File: config.mk
export PLATFORM = sky130hd
export DESIGN_NAME = qbg_gpio_core
export DESIGN_NICKNAME = d
export VERILOG_FILES = /design/src/hdl/qbg_pkg.sv /design/src/hdl/qbg_sync.sv /design/src/hdl/qbg_phase_gen.sv /design/src/hdl/qbg_gpio_core.sv
export SDC_FILE = /design/constraint.sdc
export NUM_CORES = 1
export LEC_CHECK = 0
export BUFFER_PORTS_ARGS = -buffer_cell sky130_fd_sc_hd__clkbuf_2
export CORE_ASPECT_RATIO = 0.6
export CORE_UTILIZATION = 45
export CTS_CLUSTER_SIZE = 28
export DETAILED_ROUTE_END_ITERATION = 12
export PLACE_DENSITY_LB_ADDON = 0.3
export SYNTH_ARGS = -nofsm -noshare
export SYNTH_HDL_FRONTEND = slang
export SYNTH_HIERARCHICAL = 1
export SYNTH_SLANG_ARGS = --single-unit
File: constraint.sdc
create_clock -name clk_in -period 3.4 [get_ports clk_in]
set_input_delay 0.51 -clock clk_in [delete_from_list [all_inputs] [get_ports clk_in]]
set_output_delay 0.51 -clock clk_in [all_outputs]
set_load 0.03 [all_outputs]
File: src/hdl/qbg_pkg.sv
// Purpose: Shared constants for the pin function and phase control block.
// Assumes: Byte-wide register port driven by the serial-bus target logic.
// Notes: Rails 0 to 3 are the switching channels, rail 4 is the standby regulator.
package qbg_pkg;

    // Sizes.
    localparam int NUM_PINS_DEF = 6;
    localparam int NUM_RAILS = 5;
    localparam int NUM_CHAN = 4;
    localparam int NUM_FAULT_SRC = 18;
    localparam int FN_W = 3;
    localparam int ARG_W = 5;
    localparam int DEG_W = 9;

    // Register offsets.
    localparam logic [7:0] OFS_PIN_POLARITY = 8'h00;
    localparam logic [7:0] OFS_OUT_DATA = 8'h01;
    localparam logic [7:0] OFS_IN_STATE = 8'h02;
    localparam logic [7:0] OFS_RAIL_CMD = 8'h03;
    localparam logic [7:0] OFS_RAIL_GOOD = 8'h04;
    localparam logic [7:0] OFS_RAIL_EN = 8'h05;
    localparam logic [7:0] OFS_PHASE_MODE = 8'h06;
    localparam logic [7:0] OFS_PHASE_SEL = 8'h07;
    localparam logic [7:0] OFS_BUS_ADDR = 8'h08;
    localparam logic [7:0] OFS_PIN_FN_BASE = 8'h10;
    localparam logic [7:0] OFS_PIN_ARG_BASE = 8'h18;

    // Pin function codes; unused codes behave as a plain input.
    localparam logic [2:0] FN_INPUT = 3'h0;
    localparam logic [2:0] FN_OUTPUT = 3'h1;
    localparam logic [2:0] FN_CLK_IN = 3'h2;
    localparam logic [2:0] FN_RAIL_EN = 3'h3;
    localparam logic [2:0] FN_PWR_GOOD = 3'h4;
    localparam logic [2:0] FN_FAULT = 3'h5;

    // Fault source indices in the fault source vector.
    localparam int SRC_OVERCUR_FAULT_BASE = 0;
    localparam int SRC_OVERCUR_WARN_BASE = 4;
    localparam int SRC_OVERVOLT_FAULT_BASE = 8;
    localparam int SRC_IN_UNDERVOLT_FAULT_BASE = 12;
    localparam int SRC_IN_UNDERVOLT_WARN_BASE = 14;
    localparam int SRC_OT_FAULT = 16;
    localparam int SRC_OT_WARN = 17;

    // Pins that carry the serial bus while bus mode is active.
    localparam logic [7:0] BUS_PIN_MASK = 8'h30;

    // Phase step sizes in degrees.
    localparam logic [DEG_W-1:0] PHASE_STEP4_DEG = 9'h05a;
    localparam logic [DEG_W-1:0] PHASE_STEP3_DEG = 9'h078;

    // Values after reset.
    localparam logic [7:0] POL_RST = 8'h00;
    localparam logic [2:0] FN_RST = 3'h0;
    localparam logic [4:0] ARG_RST = 5'h00;
    localparam logic [6:0] BUS_ADDR_RST = 7'h00;
    localparam logic [7:0] PHASE_SEL_RST = 8'h00;

endpackage : qbg_pkg

File: src/hdl/qbg_sync.sv
// Purpose: Two-stage synchroniser for a vector of asynchronous levels.
// Assumes: Each bit is an independent level; no bus coherency is implied.
// Notes: The first stage is read by the second stage only.
module qbg_sync
    import qbg_pkg::*;
#(
    parameter int WIDTH = 1
) (
    // Clock and reset
    input wire logic clk_in,
    input wire logic rst_in,
    // Data
    input wire logic [WIDTH-1:0] d_in,
    output logic [WIDTH-1:0] q_out
);

    logic [WIDTH-1:0] meta_reg;
    logic [WIDTH-1:0] sync_reg;

    initial begin
        if (WIDTH < 1) begin
            $error("qbg_sync: WIDTH must be at least one");
        end
    end

    always_ff @(posedge clk_in or posedge rst_in) begin
        if (rst_in) begin
            meta_reg <= '0;
            sync_reg <= '0;
        end else begin
            meta_reg <= d_in;
            sync_reg <= meta_reg;
        end
    end

    assign q_out = sync_reg;

endmodule : qbg_sync

File: src/hdl/qbg_phase_gen.sv
// Purpose: Turns the per-channel phase selections into phase offsets in degrees.
// Assumes: Two select bits per channel, channel 0 in the lowest bits.
// Notes: In three-phase mode a select of three wraps to zero degrees.
module qbg_phase_gen
    import qbg_pkg::*;
#(
    parameter int CHAN = NUM_CHAN
) (
    // Clock and reset
    input wire logic clk_in,
    input wire logic rst_in,
    // Configuration
    input wire logic three_phase_in,
    input wire logic [2*CHAN-1:0] phase_sel_in,
    // Offsets
    output logic [DEG_W*CHAN-1:0] phase_deg_out
);

    logic [DEG_W*CHAN-1:0] deg_reg;
    logic [DEG_W*CHAN-1:0] deg_next;

    initial begin
        if (CHAN < 1 || CHAN > 4) begin
            $error("qbg_phase_gen: CHAN must be 1 to 4");
        end
    end

    function automatic logic [DEG_W-1:0] step_deg(input logic three, input logic [1:0] sel);
        logic [1:0] s;
        s = (three && sel == 2'h3) ? 2'h0 : sel;
        step_deg = DEG_W'(s) * (three ? PHASE_STEP3_DEG : PHASE_STEP4_DEG);
    endfunction : step_deg

    // Channels may share a step; nothing here forces distinct phases.
    always_comb begin
        deg_next = '0;
        for (int c = 0; c < CHAN; c++) begin
            deg_next[DEG_W*c +: DEG_W] = step_deg(three_phase_in, phase_sel_in[2*c +: 2]);
        end
    end

    always_ff @(posedge clk_in or posedge rst_in) begin
        if (rst_in) begin
            deg_reg <= '0;
        end else begin
            deg_reg <= deg_next;
        end
    end

    assign phase_deg_out = deg_reg;
endmodule : qbg_phase_gen

File: src/hdl/qbg_gpio_core.sv
// Purpose: Pin function, polarity, rail enable and phase control of a four-channel controller.
// Assumes: The serial-bus target presents a byte register port; reads answer one cycle later.
// Notes: All pin inputs are synchronised before use; all outputs are registered.
//
// Contract
// - Each channel takes a phase offset in whole quarter periods, or third periods in three-phase mode.
// - Several channels may hold the same phase offset without restriction.
// - A six-bit polarity setting holds one bit per pin, pin zero in bit zero.
// - Polarity inverts received levels of inputs and driven levels of outputs alike.
// - In serial bus mode polarity bits five and four are ignored, as those pins carry the bus.
// - A pin can be configured as the external clock input to the clocking logic.
// - Pin configuration loads from stored configuration bits and later bus writes override it.
// - A rail enable map selects one channel, the standby regulator, or any mix of them.
// - An asserted rail enable pin enables every mapped rail; a deasserted one no longer holds them on, but the host command or another pin can.
// - The host can also enable rails over the bus; each rail is on while the host command or any mapped pin asks for it.
// - A power-good pin asserts only while every mapped rail is within regulation.
// - The per-rail power-good state is readable from a status register.
// - A fault pin signals exactly one selected fault or warning source.
// - The seven-bit bus target address is taken from stored configuration.
// - Every stored configuration and status value is readable over the bus.
module qbg_gpio_core
    import qbg_pkg::*;
#(
    parameter int PIN_COUNT = NUM_PINS_DEF
) (
    // Clock and reset
    input wire logic clk_in,
    input wire logic rst_in,
    // Pins
    input wire logic [PIN_COUNT-1:0] gpio_in,
    output logic [PIN_COUNT-1:0] gpio_out,
    output logic [PIN_COUNT-1:0] gpio_oe_out,
    input wire logic host_bus_mode_in,
    // Register port from the serial-bus target
    input wire logic reg_wr_in,
    input wire logic reg_rd_in,
    input wire logic [7:0] reg_addr_in,
    input wire logic [7:0] reg_wdata_in,
    output logic [7:0] reg_rdata_out,
    // Stored configuration load
    input wire logic otp_load_in,
    input wire logic [PIN_COUNT-1:0] otp_pol_in,
    input wire logic [FN_W*PIN_COUNT-1:0] otp_fn_in,
    input wire logic [ARG_W*PIN_COUNT-1:0] otp_arg_in,
    input wire logic [6:0] otp_addr_in,
    // Converter side
    input wire logic [NUM_RAILS-1:0] rail_good_in,
    input wire logic [NUM_FAULT_SRC-1:0] fault_src_in,
    output logic [NUM_RAILS-1:0] rail_en_out,
    output logic ext_clk_out,
    output logic ext_clk_sel_out,
    output logic [6:0] bus_addr_out,
    output logic three_phase_out,
    output logic [DEG_W*NUM_CHAN-1:0] phase_deg_out
);

    initial begin
        if (PIN_COUNT < 6 || PIN_COUNT > 8) begin
            $error("qbg_gpio_core: PIN_COUNT must be 6 to 8");
        end
    end

    // Configuration state.
    logic [PIN_COUNT-1:0] pol_reg, pol_next;
    logic [PIN_COUNT-1:0] out_data_reg, out_data_next;
    logic [NUM_RAILS-1:0] rail_cmd_reg, rail_cmd_next;
    logic three_phase_reg, three_phase_next;
    logic [7:0] phase_sel_reg, phase_sel_next;
    logic [6:0] addr_reg, addr_next;
    logic [FN_W-1:0] fn_reg [PIN_COUNT];
    logic [FN_W-1:0] fn_next [PIN_COUNT];
    logic [ARG_W-1:0] arg_reg [PIN_COUNT];
    logic [ARG_W-1:0] arg_next [PIN_COUNT];

    // Pin state.
    logic [PIN_COUNT-1:0] gpio_out_reg, gpio_out_next;
    logic [PIN_COUNT-1:0] gpio_oe_reg, gpio_oe_next;
    logic [PIN_COUNT-1:0] in_state_reg, in_state_next;
    logic [NUM_RAILS-1:0] rail_en_reg, rail_en_next;
    logic ext_clk_reg, ext_clk_next;
    logic ext_clk_sel_reg, ext_clk_sel_next;
    logic [7:0] rdata_reg, rdata_next;

    // Synchronised pins and derived levels.
    logic [PIN_COUNT:0] sync_q;
    logic [PIN_COUNT-1:0] pin_s;
    logic bus_mode_s;
    logic [PIN_COUNT-1:0] eff_pol;
    logic [PIN_COUNT-1:0] level;
    logic [PIN_COUNT-1:0] bus_held;

    qbg_sync #(
        .WIDTH(PIN_COUNT + 1)
    ) u_sync (
        .clk_in(clk_in),
        .rst_in(rst_in),
        .d_in({host_bus_mode_in, gpio_in}),
        .q_out(sync_q)
    );

    assign pin_s = sync_q[PIN_COUNT-1:0];
    assign bus_mode_s = sync_q[PIN_COUNT];
    assign bus_held = bus_mode_s ? BUS_PIN_MASK[PIN_COUNT-1:0] : '0;
    assign eff_pol = pol_reg & ~bus_held;
    assign level = pin_s ^ eff_pol;

    function automatic logic pin_index_ok(input logic [7:0] addr, input logic [7:0] base);
        pin_index_ok = addr[7:3] == base[7:3] && int'(addr[2:0]) < PIN_COUNT;
    endfunction : pin_index_ok

    function automatic logic fault_pick(input logic [NUM_FAULT_SRC-1:0] src,
                                        input logic [ARG_W-1:0] code);
        fault_pick = (int'(code) < NUM_FAULT_SRC) ? src[code] : 1'b0;
    endfunction : fault_pick

    // Stored bits load first; a bus write in the same cycle lands on top of them.
    always_comb begin
        pol_next = pol_reg;
        out_data_next = out_data_reg;
        rail_cmd_next = rail_cmd_reg;
        three_phase_next = three_phase_reg;
        phase_sel_next = phase_sel_reg;
        addr_next = addr_reg;
        fn_next = fn_reg;
        arg_next = arg_reg;
        if (otp_load_in) begin
            pol_next = otp_pol_in;
            addr_next = otp_addr_in;
            for (int p = 0; p < PIN_COUNT; p++) begin
                fn_next[p] = otp_fn_in[FN_W*p +: FN_W];
                arg_next[p] = otp_arg_in[ARG_W*p +: ARG_W];
            end
        end
        if (reg_wr_in) begin
            unique case (reg_addr_in)
                OFS_PIN_POLARITY: pol_next = reg_wdata_in[PIN_COUNT-1:0];
                OFS_OUT_DATA: out_data_next = reg_wdata_in[PIN_COUNT-1:0];
                OFS_RAIL_CMD: rail_cmd_next = reg_wdata_in[NUM_RAILS-1:0];
                OFS_PHASE_MODE: three_phase_next = reg_wdata_in[0];
                OFS_PHASE_SEL: phase_sel_next = reg_wdata_in;
                default: begin
                    if (pin_index_ok(reg_addr_in, OFS_PIN_FN_BASE)) begin
                        fn_next[reg_addr_in[2:0]] = reg_wdata_in[FN_W-1:0];
                    end else if (pin_index_ok(reg_addr_in, OFS_PIN_ARG_BASE)) begin
                        arg_next[reg_addr_in[2:0]] = reg_wdata_in[ARG_W-1:0];
                    end
                end
            endcase
        end
    end

    always_ff @(posedge clk_in or posedge rst_in) begin
        if (rst_in) begin
            pol_reg <= POL_RST[PIN_COUNT-1:0];
            out_data_reg <= '0;
            rail_cmd_reg <= '0;
            three_phase_reg <= 1'b0;
            phase_sel_reg <= PHASE_SEL_RST;
            addr_reg <= BUS_ADDR_RST;
            for (int p = 0; p < PIN_COUNT; p++) begin
                fn_reg[p] <= FN_RST;
                arg_reg[p] <= ARG_RST;
            end
        end else begin
            pol_reg <= pol_next;
            out_data_reg <= out_data_next;
            rail_cmd_reg <= rail_cmd_next;
            three_phase_reg <= three_phase_next;
            phase_sel_reg <= phase_sel_next;
            addr_reg <= addr_next;
            fn_reg <= fn_next;
            arg_reg <= arg_next;
        end
    end

    // Pin roles. Bus pins in bus mode are never driven and never act on rails.
    always_comb begin
        logic drv;
        logic oe;
        drv = 1'b0;
        oe = 1'b0;
        rail_en_next = rail_cmd_reg;
        ext_clk_next = 1'b0;
        ext_clk_sel_next = 1'b0;
        in_state_next = level;
        gpio_out_next = '0;
        gpio_oe_next = '0;
        for (int p = PIN_COUNT - 1; p >= 0; p--) begin
            drv = 1'b0;
            oe = 1'b0;
            if (!bus_held[p]) begin
                unique case (fn_reg[p])
                    FN_OUTPUT: begin
                        drv = out_data_reg[p];
                        oe = 1'b1;
                    end
                    FN_PWR_GOOD: begin
                        drv = (arg_reg[p] != '0) && ((rail_good_in & arg_reg[p]) == arg_reg[p]);
                        oe = 1'b1;
                    end
                    FN_FAULT: begin
                        drv = fault_pick(fault_src_in, arg_reg[p]);
                        oe = 1'b1;
                    end
                    FN_RAIL_EN: begin
                        if (level[p]) begin
                            rail_en_next = rail_en_next | arg_reg[p];
                        end
                    end
                    FN_CLK_IN: begin
                        // The lowest numbered clock pin wins when several are set.
                        ext_clk_next = level[p];
                        ext_clk_sel_next = 1'b1;
                    end
                    default: begin
                    end
                endcase
            end
            gpio_oe_next[p] = oe;
            gpio_out_next[p] = oe & (drv ^ eff_pol[p]);
        end
    end

    // Register readback; unmapped offsets read as zero.
    always_comb begin
        rdata_next = rdata_reg;
        if (reg_rd_in) begin
            rdata_next = 8'h00;
            unique case (reg_addr_in)
                OFS_PIN_POLARITY: rdata_next[PIN_COUNT-1:0] = pol_reg;
                OFS_OUT_DATA: rdata_next[PIN_COUNT-1:0] = out_data_reg;
                OFS_IN_STATE: rdata_next[PIN_COUNT-1:0] = in_state_reg;
                OFS_RAIL_CMD: rdata_next[NUM_RAILS-1:0] = rail_cmd_reg;
                OFS_RAIL_GOOD: rdata_next[NUM_RAILS-1:0] = rail_good_in;
                OFS_RAIL_EN: rdata_next[NUM_RAILS-1:0] = rail_en_reg;
                OFS_PHASE_MODE: rdata_next[0] = three_phase_reg;
                OFS_PHASE_SEL: rdata_next = phase_sel_reg;
                OFS_BUS_ADDR: rdata_next[6:0] = addr_reg;
                default: begin
                    if (pin_index_ok(reg_addr_in, OFS_PIN_FN_BASE)) begin
                        rdata_next[FN_W-1:0] = fn_reg[reg_addr_in[2:0]];
                    end else if (pin_index_ok(reg_addr_in, OFS_PIN_ARG_BASE)) begin
                        rdata_next[ARG_W-1:0] = arg_reg[reg_addr_in[2:0]];
                    end
                end
            endcase
        end
    end

    always_ff @(posedge clk_in or posedge rst_in) begin
        if (rst_in) begin
            gpio_out_reg <= '0;
            gpio_oe_reg <= '0;
            in_state_reg <= '0;
            rail_en_reg <= '0;
            ext_clk_reg <= 1'b0;
            ext_clk_sel_reg <= 1'b0;
            rdata_reg <= 8'h00;
        end else begin
            gpio_out_reg <= gpio_out_next;
            gpio_oe_reg <= gpio_oe_next;
            in_state_reg <= in_state_next;
            rail_en_reg <= rail_en_next;
            ext_clk_reg <= ext_clk_next;
            ext_clk_sel_reg <= ext_clk_sel_next;
            rdata_reg <= rdata_next;
        end
    end

    qbg_phase_gen #(
        .CHAN(NUM_CHAN)
    ) u_phase (
        .clk_in(clk_in),
        .rst_in(rst_in),
        .three_phase_in(three_phase_reg),
        .phase_sel_in(phase_sel_reg),
        .phase_deg_out(phase_deg_out)
    );

    assign gpio_out = gpio_out_reg;
    assign gpio_oe_out = gpio_oe_reg;
    assign rail_en_out = rail_en_reg;
    assign ext_clk_out = ext_clk_reg;
    assign ext_clk_sel_out = ext_clk_sel_reg;
    assign bus_addr_out = addr_reg;
    assign three_phase_out = three_phase_reg;
    assign reg_rdata_out = rdata_reg;
endmodule : qbg_gpio_core

==> results of run 1 <==
[area by class of cell]
class | instances | area share [%]
sequential | 160 | 36.9
timing repair buffer | 190 | 9.30
tap | 273 | 3.15
clock buffer | 17 | 3.92
clock inverter | 15 | 1.98
inverter | 24 | 0.865
multi-input combinational | 629 | 43.8
[worst min-delay path by stage]
stage	start	endpoint	depth (start not counted)
5_1_grt	gpio_in[1]	u_sync/meta_reg[1]$_DFF_PP0_	1
3_5_place_dp	u_sync/meta_reg[1]$_DFF_PP0_	u_sync/q_out[1]$_DFF_PP0_	0
4_1_cts	rst_in	u_sync/q_out[4]$_DFF_PP0_	2
2_1_floorplan	u_sync/meta_reg[0]$_DFF_PP0_	u_sync/q_out[0]$_DFF_PP0_	0
6_report	rst_in	u_sync/q_out[4]$_DFF_PP0_	2
3_3_place_gp	u_sync/meta_reg[5]$_DFF_PP0_	u_sync/q_out[5]$_DFF_PP0_	0
[layout by cell type (no fill, tap or decap), types with 8 or more instances in the layout]
master / count
clkbuf_2: 177
dfrtp_1: 160
mux2i_1: 93
nand2_1: 71
nor2_1: 58
o21ai_0: 56
a21oi_1: 56
mux4_2: 30
mux2_2: 29
nand3_1: 21
inv_1: 18
clkbuf_16: 17
nor2b_1: 15
nand2b_1: 14
a22oi_1: 14
buf_4: 11
nor3_1: 10
o211ai_1: 10
a31oi_1: 10
xor2_1: 8
[cell families after synthesis]
kind of cell,count (synthesis)
simple gates,255
compound gates,201
flops,160
mux,152
buf+inv,86
xor+xnor,10
fa+ha+maj,7
other cells,1
[routing by layer]
layer  global-route usage [%]  wire (um)  vias to the layer above  share of wire [%]
li1                         -          -                     3535                  -
met1                     46.5      14400                     3827                 48
met2                     38.7      11700                      451                 39
met3                     8.85       3470                       28                 12
met4                     6.56        357                        0                1.2
met5                        0          0                        -                  0
[critical path, delay by kind of cell (launching register included)]
family | cells | cell delay, ns
mux | 2 | 0.77
flops | 1 | 0.70
compound gates | 2 | 0.49
xor+xnor | 1 | 0.21
simple gates | 1 | 0.09
[where the power goes]
| group | internal (W) | total [W] | switching [W] | leakage [nW] |
|---|---|---|---|---|
| Sequential | 0.00206 | 0.00233 | 0.000269 | 2.01 |
| Clock | 0.00114 | 0.00205 | 0.000913 | 0.309 |
| Combinational | 0.000402 | 0.000972 | 0.000570 | 2.71 |
| Total | 0.00360 | 0.00535 | 0.00175 | 5.04 |
[stage by stage]
| step | util [%] | hold WS (ns) | instances | instance area (um^2) |
|---|---|---|---|---|
| floorplan | - | 0.331 | 875 | 9200 |
| detailed placement | 51.0 | 0.336 | 1276 | 10200 |
| global route | 54.2 | 0.160 | 1308 | 10800 |
| finish | 54.2 | 0.126 | 1308 | 10800 |
| global placement | 51.0 | 0.333 | 1276 | 10200 |
| CTS | 54.2 | 0.138 | 1308 | 10800 |
==> results.toml, run 1 <==
[run_status]
run_status = "completed"

[worst_setup_path]
cp-endpoint = "gpio_out[1]$_DFF_PP0_"
crit_start = "arg_reg[20]$_DFF_PP0_"
endpoint_kind = "flop"
path_cells = "mux4_2, mux2i_1, o211ai_1, a211oi_2, xor2_1, nor3_1"
r2r_slack_ns = 1.00
crit_type = "flop to flop"
r2r_end = "gpio_out[1]$_DFF_PP0_"
cp.required_ns = 3.71
r2r-start = "arg_reg[20]$_DFF_PP0_"
startpoint_type = "flop"
cpMaxStageDelayCell = "dfrtp_1"
arrival_ns = 2.70
max_stage_delay_ns = 0.70
crit_fanout = 10
ff2ff_path_depth = 6

[drt]
wire_per_inst_um = 22.9
vias_per_cell = 5.99
vias = 7841
dr.pass1.iters = 8
drcViolationCount = 0
wirelength_um = 29900
postRouteAntennaNets = 0
drt-initial-drc-count = 853

[timing]
min_period_ns = 2.40
fin_tns_setup_ns = 0
finalSetupViolCount = 0
fin_ws_ns = 1.00
period_share_pct = 70.5
hold_violations = 0
finClkSkew_ns = 0.00905
maxSlewViolCount = 0
worst_slew_pin_slew_ns = 0.868
slew_headroom_pct = 42.0
fmax_ghz = 0.417
rsz0062_at_grt = "false"

[logic_synthesis]
yosysMostFrequentCell = "dfrtp_1"
syn_avg_cell_area_um2 = 10.5
synth_seq_cells = 160
netlist.area_leader.share_pct = 43.6
ys_seq_area_share_pct = 43.6
synth_area_um2 = 9180
syn-instance-count = 872
synth_adder_area_share_pct = 0.954
synth-simple-area-share_pct = 14.4
synth_compound_area_share_pct = 14.2
yosys.area_share.xor_xnor_pct = 0.954
synth_ff_type = "dfrtp_1"
synth_top_area_cell = "dfrtp_1"
synth_edf_count = 0
yosysWarnings = 6
synth_top_family_by_area = "multiplexers"
synth_common_cells = "dfrtp_1, mux2i_1, nand2_1"
async_reset_ff_share_pct = 100
synth_area_leaders = "dfrtp_1, mux2i_1, mux4_2, mux2_2, a21oi_1"
synth_cell_type_count = 68
synthMuxAreaShare_pct = 21.1

[clocking]
cts_hold_buf = 0
ctsHtreeMaxLevel = 4
path_clk_slew_ns = 0.07
cts_setup_buffers = 0
cts_made_buffers = 17
clk_latency_ns = 0.44
cts_sinks = 160
cts_tree = "yes"
root_buffer = "clkbuf_16"
clockBufferDepth = 2
cts_resized = 0

[layout]
antennaDiodeCount = 0
areaGrowthSynthToFinish_pct = 18.1
fillers = 1796
final_layout_size_suffix_gt1_share_pct = 29.8
fin_nets = 1141
final-seq-area_um2 = 4000
multi_input_area_um2 = 4750
largest_reg_flops = 32

[floorplan]
core_region_area_um2 = 20000
die_h_um = 113
start_util_pct = 45.9
die_w_um = 186
dieArea_um2 = 21000
rows = 40
ioPinCount = 183

[global_routing]
grt_max_degree = 73
grt_use_total_pct = 29.5
overflow = 0
grt_pass1_wl_um = 45800
grt_pass1_vias = 7362
antenna_found_initial = 1

[pwr]
ir_worst_vdd_mv = 0.438
fin_total_pwr_w = 0.00535
power_density_nw_per_um2 = 493
leakage_nw = 5.04

[hold_path]
min_path_type = "input pin to asynchronous set/reset pin"

[placement]
port_buffers = 178
dpl_worst_slack_ns = 0.800
hpwl_um = 22300
place.gp.congestion = 1.00

[run]
drv_cap = 0
Power figures use the tool's default switching activity.
==> inputs of run 2 (changes only) <==
- ABC_AREA: unset -> 1
- clock period: 3.4 -> 2 ns (I/O delays scaled with it)
==> run 2 against run 1 <==
Flip-flop and latch count unchanged. Clock power up 54%. Die area down 0.59%. Largest cell class unchanged. Synthesized area down 0.60%. Power rose by 64%. Register-to-register slack worse by 0.81 ns. Final cell count rose by 35%. Critical path depth grew 1.
==> results.toml, run 2 <==
[run_status]
run_status = "completed"

[worst_setup_path]
max_stage_delay_ns = 0.42
arrival_ns = 2.17
endpoint_kind = "flop"
startpoint_type = "flop"
crit_type = "flop to flop"
cpMaxStageDelayCell = "dfrtp_1"
crit_fanout = 5
path_cells = "clkinv_1, nand2_1, xnor2_1, nand4_1, o22ai_1, nand2_1, nand4_1"
cp.required_ns = 2.36

[layout]
final-seq-area_um2 = 4000
fin_nets = 1609
fin_util_pct = 58.0
antennaDiodeCount = 0
areaGrowthSynthToFinish_pct = 23.4
layout_common_cells = "nand2_1, clkbuf_2, dfrtp_1, o21ai_0, inv_1"
fillers = 1885
multi_input_area_um2 = 4410
final_layout_size_suffix_gt1_share_pct = 19.6
fin_cells = 1768
final_common_cell = "nand2_1"
largest_reg_flops = 32

[run]
drv_cap = 0

[logic_synthesis]
async_reset_ff_share_pct = 100
synth_top_area_cell = "dfrtp_1"
ys_seq_area_share_pct = 43.9
syn-instance-count = 1271
synth_ff_type = "dfrtp_1"
synth_seq_cells = 160
netlist.area_leader.share_pct = 43.9
synth_area_leaders = "dfrtp_1, nand2_1, o21ai_0, nand3_1, inv_1"
syn_avg_cell_area_um2 = 7.18
yosysMostFrequentCell = "nand2_1"
synth_cell_type_count = 44
synth_common_cells = "nand2_1, dfrtp_1, o21ai_0"
yosysWarnings = 6
synth_area_um2 = 9130
synth_edf_count = 0

[drt]
postRouteAntennaNets = 0
drt-initial-drc-count = 1282
wirelength_um = 37100
dr.pass1.iters = 6
vias_per_cell = 5.69
wire_per_inst_um = 21.0
vias = 10100
drcViolationCount = 0

[global_routing]
grt_pass1_vias = 9067
grt_use_total_pct = 36.4
overflow = 0
grt_max_degree = 64
grt_busiest_layer = "met1"
use_met2_pct = 42.6
grt_pass1_wl_um = 55200
use_met1_pct = 59.3
use_met3_pct = 15.3
antenna_found_initial = 0

[clocking]
cts_resized = 0
path_clk_slew_ns = 0.07
cts_sinks = 160
cts_tree = "yes"
clockBufferDepth = 2
ctsHtreeMaxLevel = 4
root_buffer = "clkbuf_16"
cts_setup_buffers = 0
clk_latency_ns = 0.44
cts_made_buffers = 17
cts_hold_buf = 8

[pwr]
power_density_nw_per_um2 = 778
leakage_nw = 5.86
fin_total_pwr_w = 0.00876
ir_worst_vdd_mv = 0.632

[timing]
hold_violations = 0
period_share_pct = 90.1
min_period_ns = 1.80
slew_headroom_pct = 58.5
fin_ws_ns = 0.198
worst_slew_pin_slew_ns = 0.622
fin_tns_setup_ns = 0
fmax_ghz = 0.555
finalSetupViolCount = 0
rsz0062_at_grt = "false"
finClkSkew_ns = 0.00772
maxSlewViolCount = 0

[placement]
hpwl_um = 28600
place.gp.congestion = 1.06
port_buffers = 178
placed_cells_incl_taps = 1729
dpl_worst_slack_ns = 0.0916

[floorplan]
core_region_area_um2 = 19400
ioPinCount = 183
rows = 39
start_util_pct = 47.0
die_w_um = 186
dieArea_um2 = 20900
die_h_um = 112

[hold_path]
min_path_type = "input pin to flop"
run 2: changes by cell type after synthesis, sizes merged, moves of 12 or more:
| cell | before | now |
|---|---|---|
| nand2 | 73 | 394 |
| o21ai | 56 | 159 |
| mux4 | 30 | 0 |
| mux2i | 93 | 1 |
| a21oi | 57 | 45 |
| buf | 31 | 18 |
| nor2b | 15 | 0 |
| mux2 | 29 | 4 |
| o22ai | 5 | 25 |
| nand2b | 14 | 0 |
| nor2 | 62 | 94 |
| inv | 22 | 136 |
| nand3 | 21 | 132 |
run 2: kinds of logic (layout without fill, tap and decap cells):
logic type / count (synthesis) / after routing / share of synthesized area (%)
adder cells (fa/ha/maj): 7 / 7 / 0.960
other: 1 / 4 / 0.0411
buffers and inverters: 181 / 409 / 7.88
multiplexers: 5 / 5 / 0.603
AND/OR/NAND/NOR: 649 / 649 / 30.2
flip-flops: 160 / 160 / 43.9
AO/OA/AOI/OAI: 263 / 263 / 15.9
XOR/XNOR: 5 / 5 / 0.480
run 2: final timing paths:
check | from | end | slack [ns] | depth (start not counted)
min in group asynchronous | rst_in | gpio_out[0]$_DFF_PP0_ | 0.33 | 3
hold / removal | otp_addr_in[1] | bus_addr_out[1]$_DFFE_PP0P_ | 0.08 | 3
max in group asynchronous | rst_in | bus_addr_out[6]$_DFFE_PP0P_ | 1.07 | 4
setup / recovery | u_sync/q_out[6]$_DFF_PP0_ | rail_en_out[3]$_DFF_PP0_ | 0.20 | 7
setup reg to reg | u_sync/q_out[6]$_DFF_PP0_ | rail_en_out[3]$_DFF_PP0_ | 0.20 | 7
hold reg to reg | u_sync/meta_reg[6]$_DFF_PP0_ | u_sync/q_out[6]$_DFF_PP0_ | 0.35 | 0
run 2: through the flow:
step	hold slack [ns]	instance area (um^2)
finish	0.0753	11300
detailed placement	0.232	10600
global route	0.0933	11300
CTS	0.0721	11300
global placement	0.233	10600
floorplan	0.189	9140
run 2: layer usage:
layer	vias up	share of wire (%)
met3	49	15
met4	2	1.3
met1	4733	48
met5	-	0.34
li1	4612	-
met2	659	35
run 2: worst max-delay path, delay by kind of cell, from the launching register on:
kind	cells	cell delay [ns]
xor gates and xnor gates	1	0.31
DFF	1	0.42
AOI/OAI and AO/OA	1	0.19
and+or+nand+nor	4	0.72
buffers and inverters	1	0.07
run 2: cell type report:
cell class / instances / share of cell area [%]
inverter: 140 / 4.70
timing repair buffer: 238 / 12.7
multi-input combinational: 933 / 39.2
clock buffer: 18 / 3.81
sequential: 160 / 35.6
clock inverter: 13 / 1.09
tap: 266 / 2.96
run 2: power breakdown:
part / switching [W] / leakage [nW] / internal, W
clock: 0.00152 / 0.267 / 0.00163
combinational: 0.00132 / 3.55 / 0.000579
sequential: 0.000228 / 2.04 / 0.00348
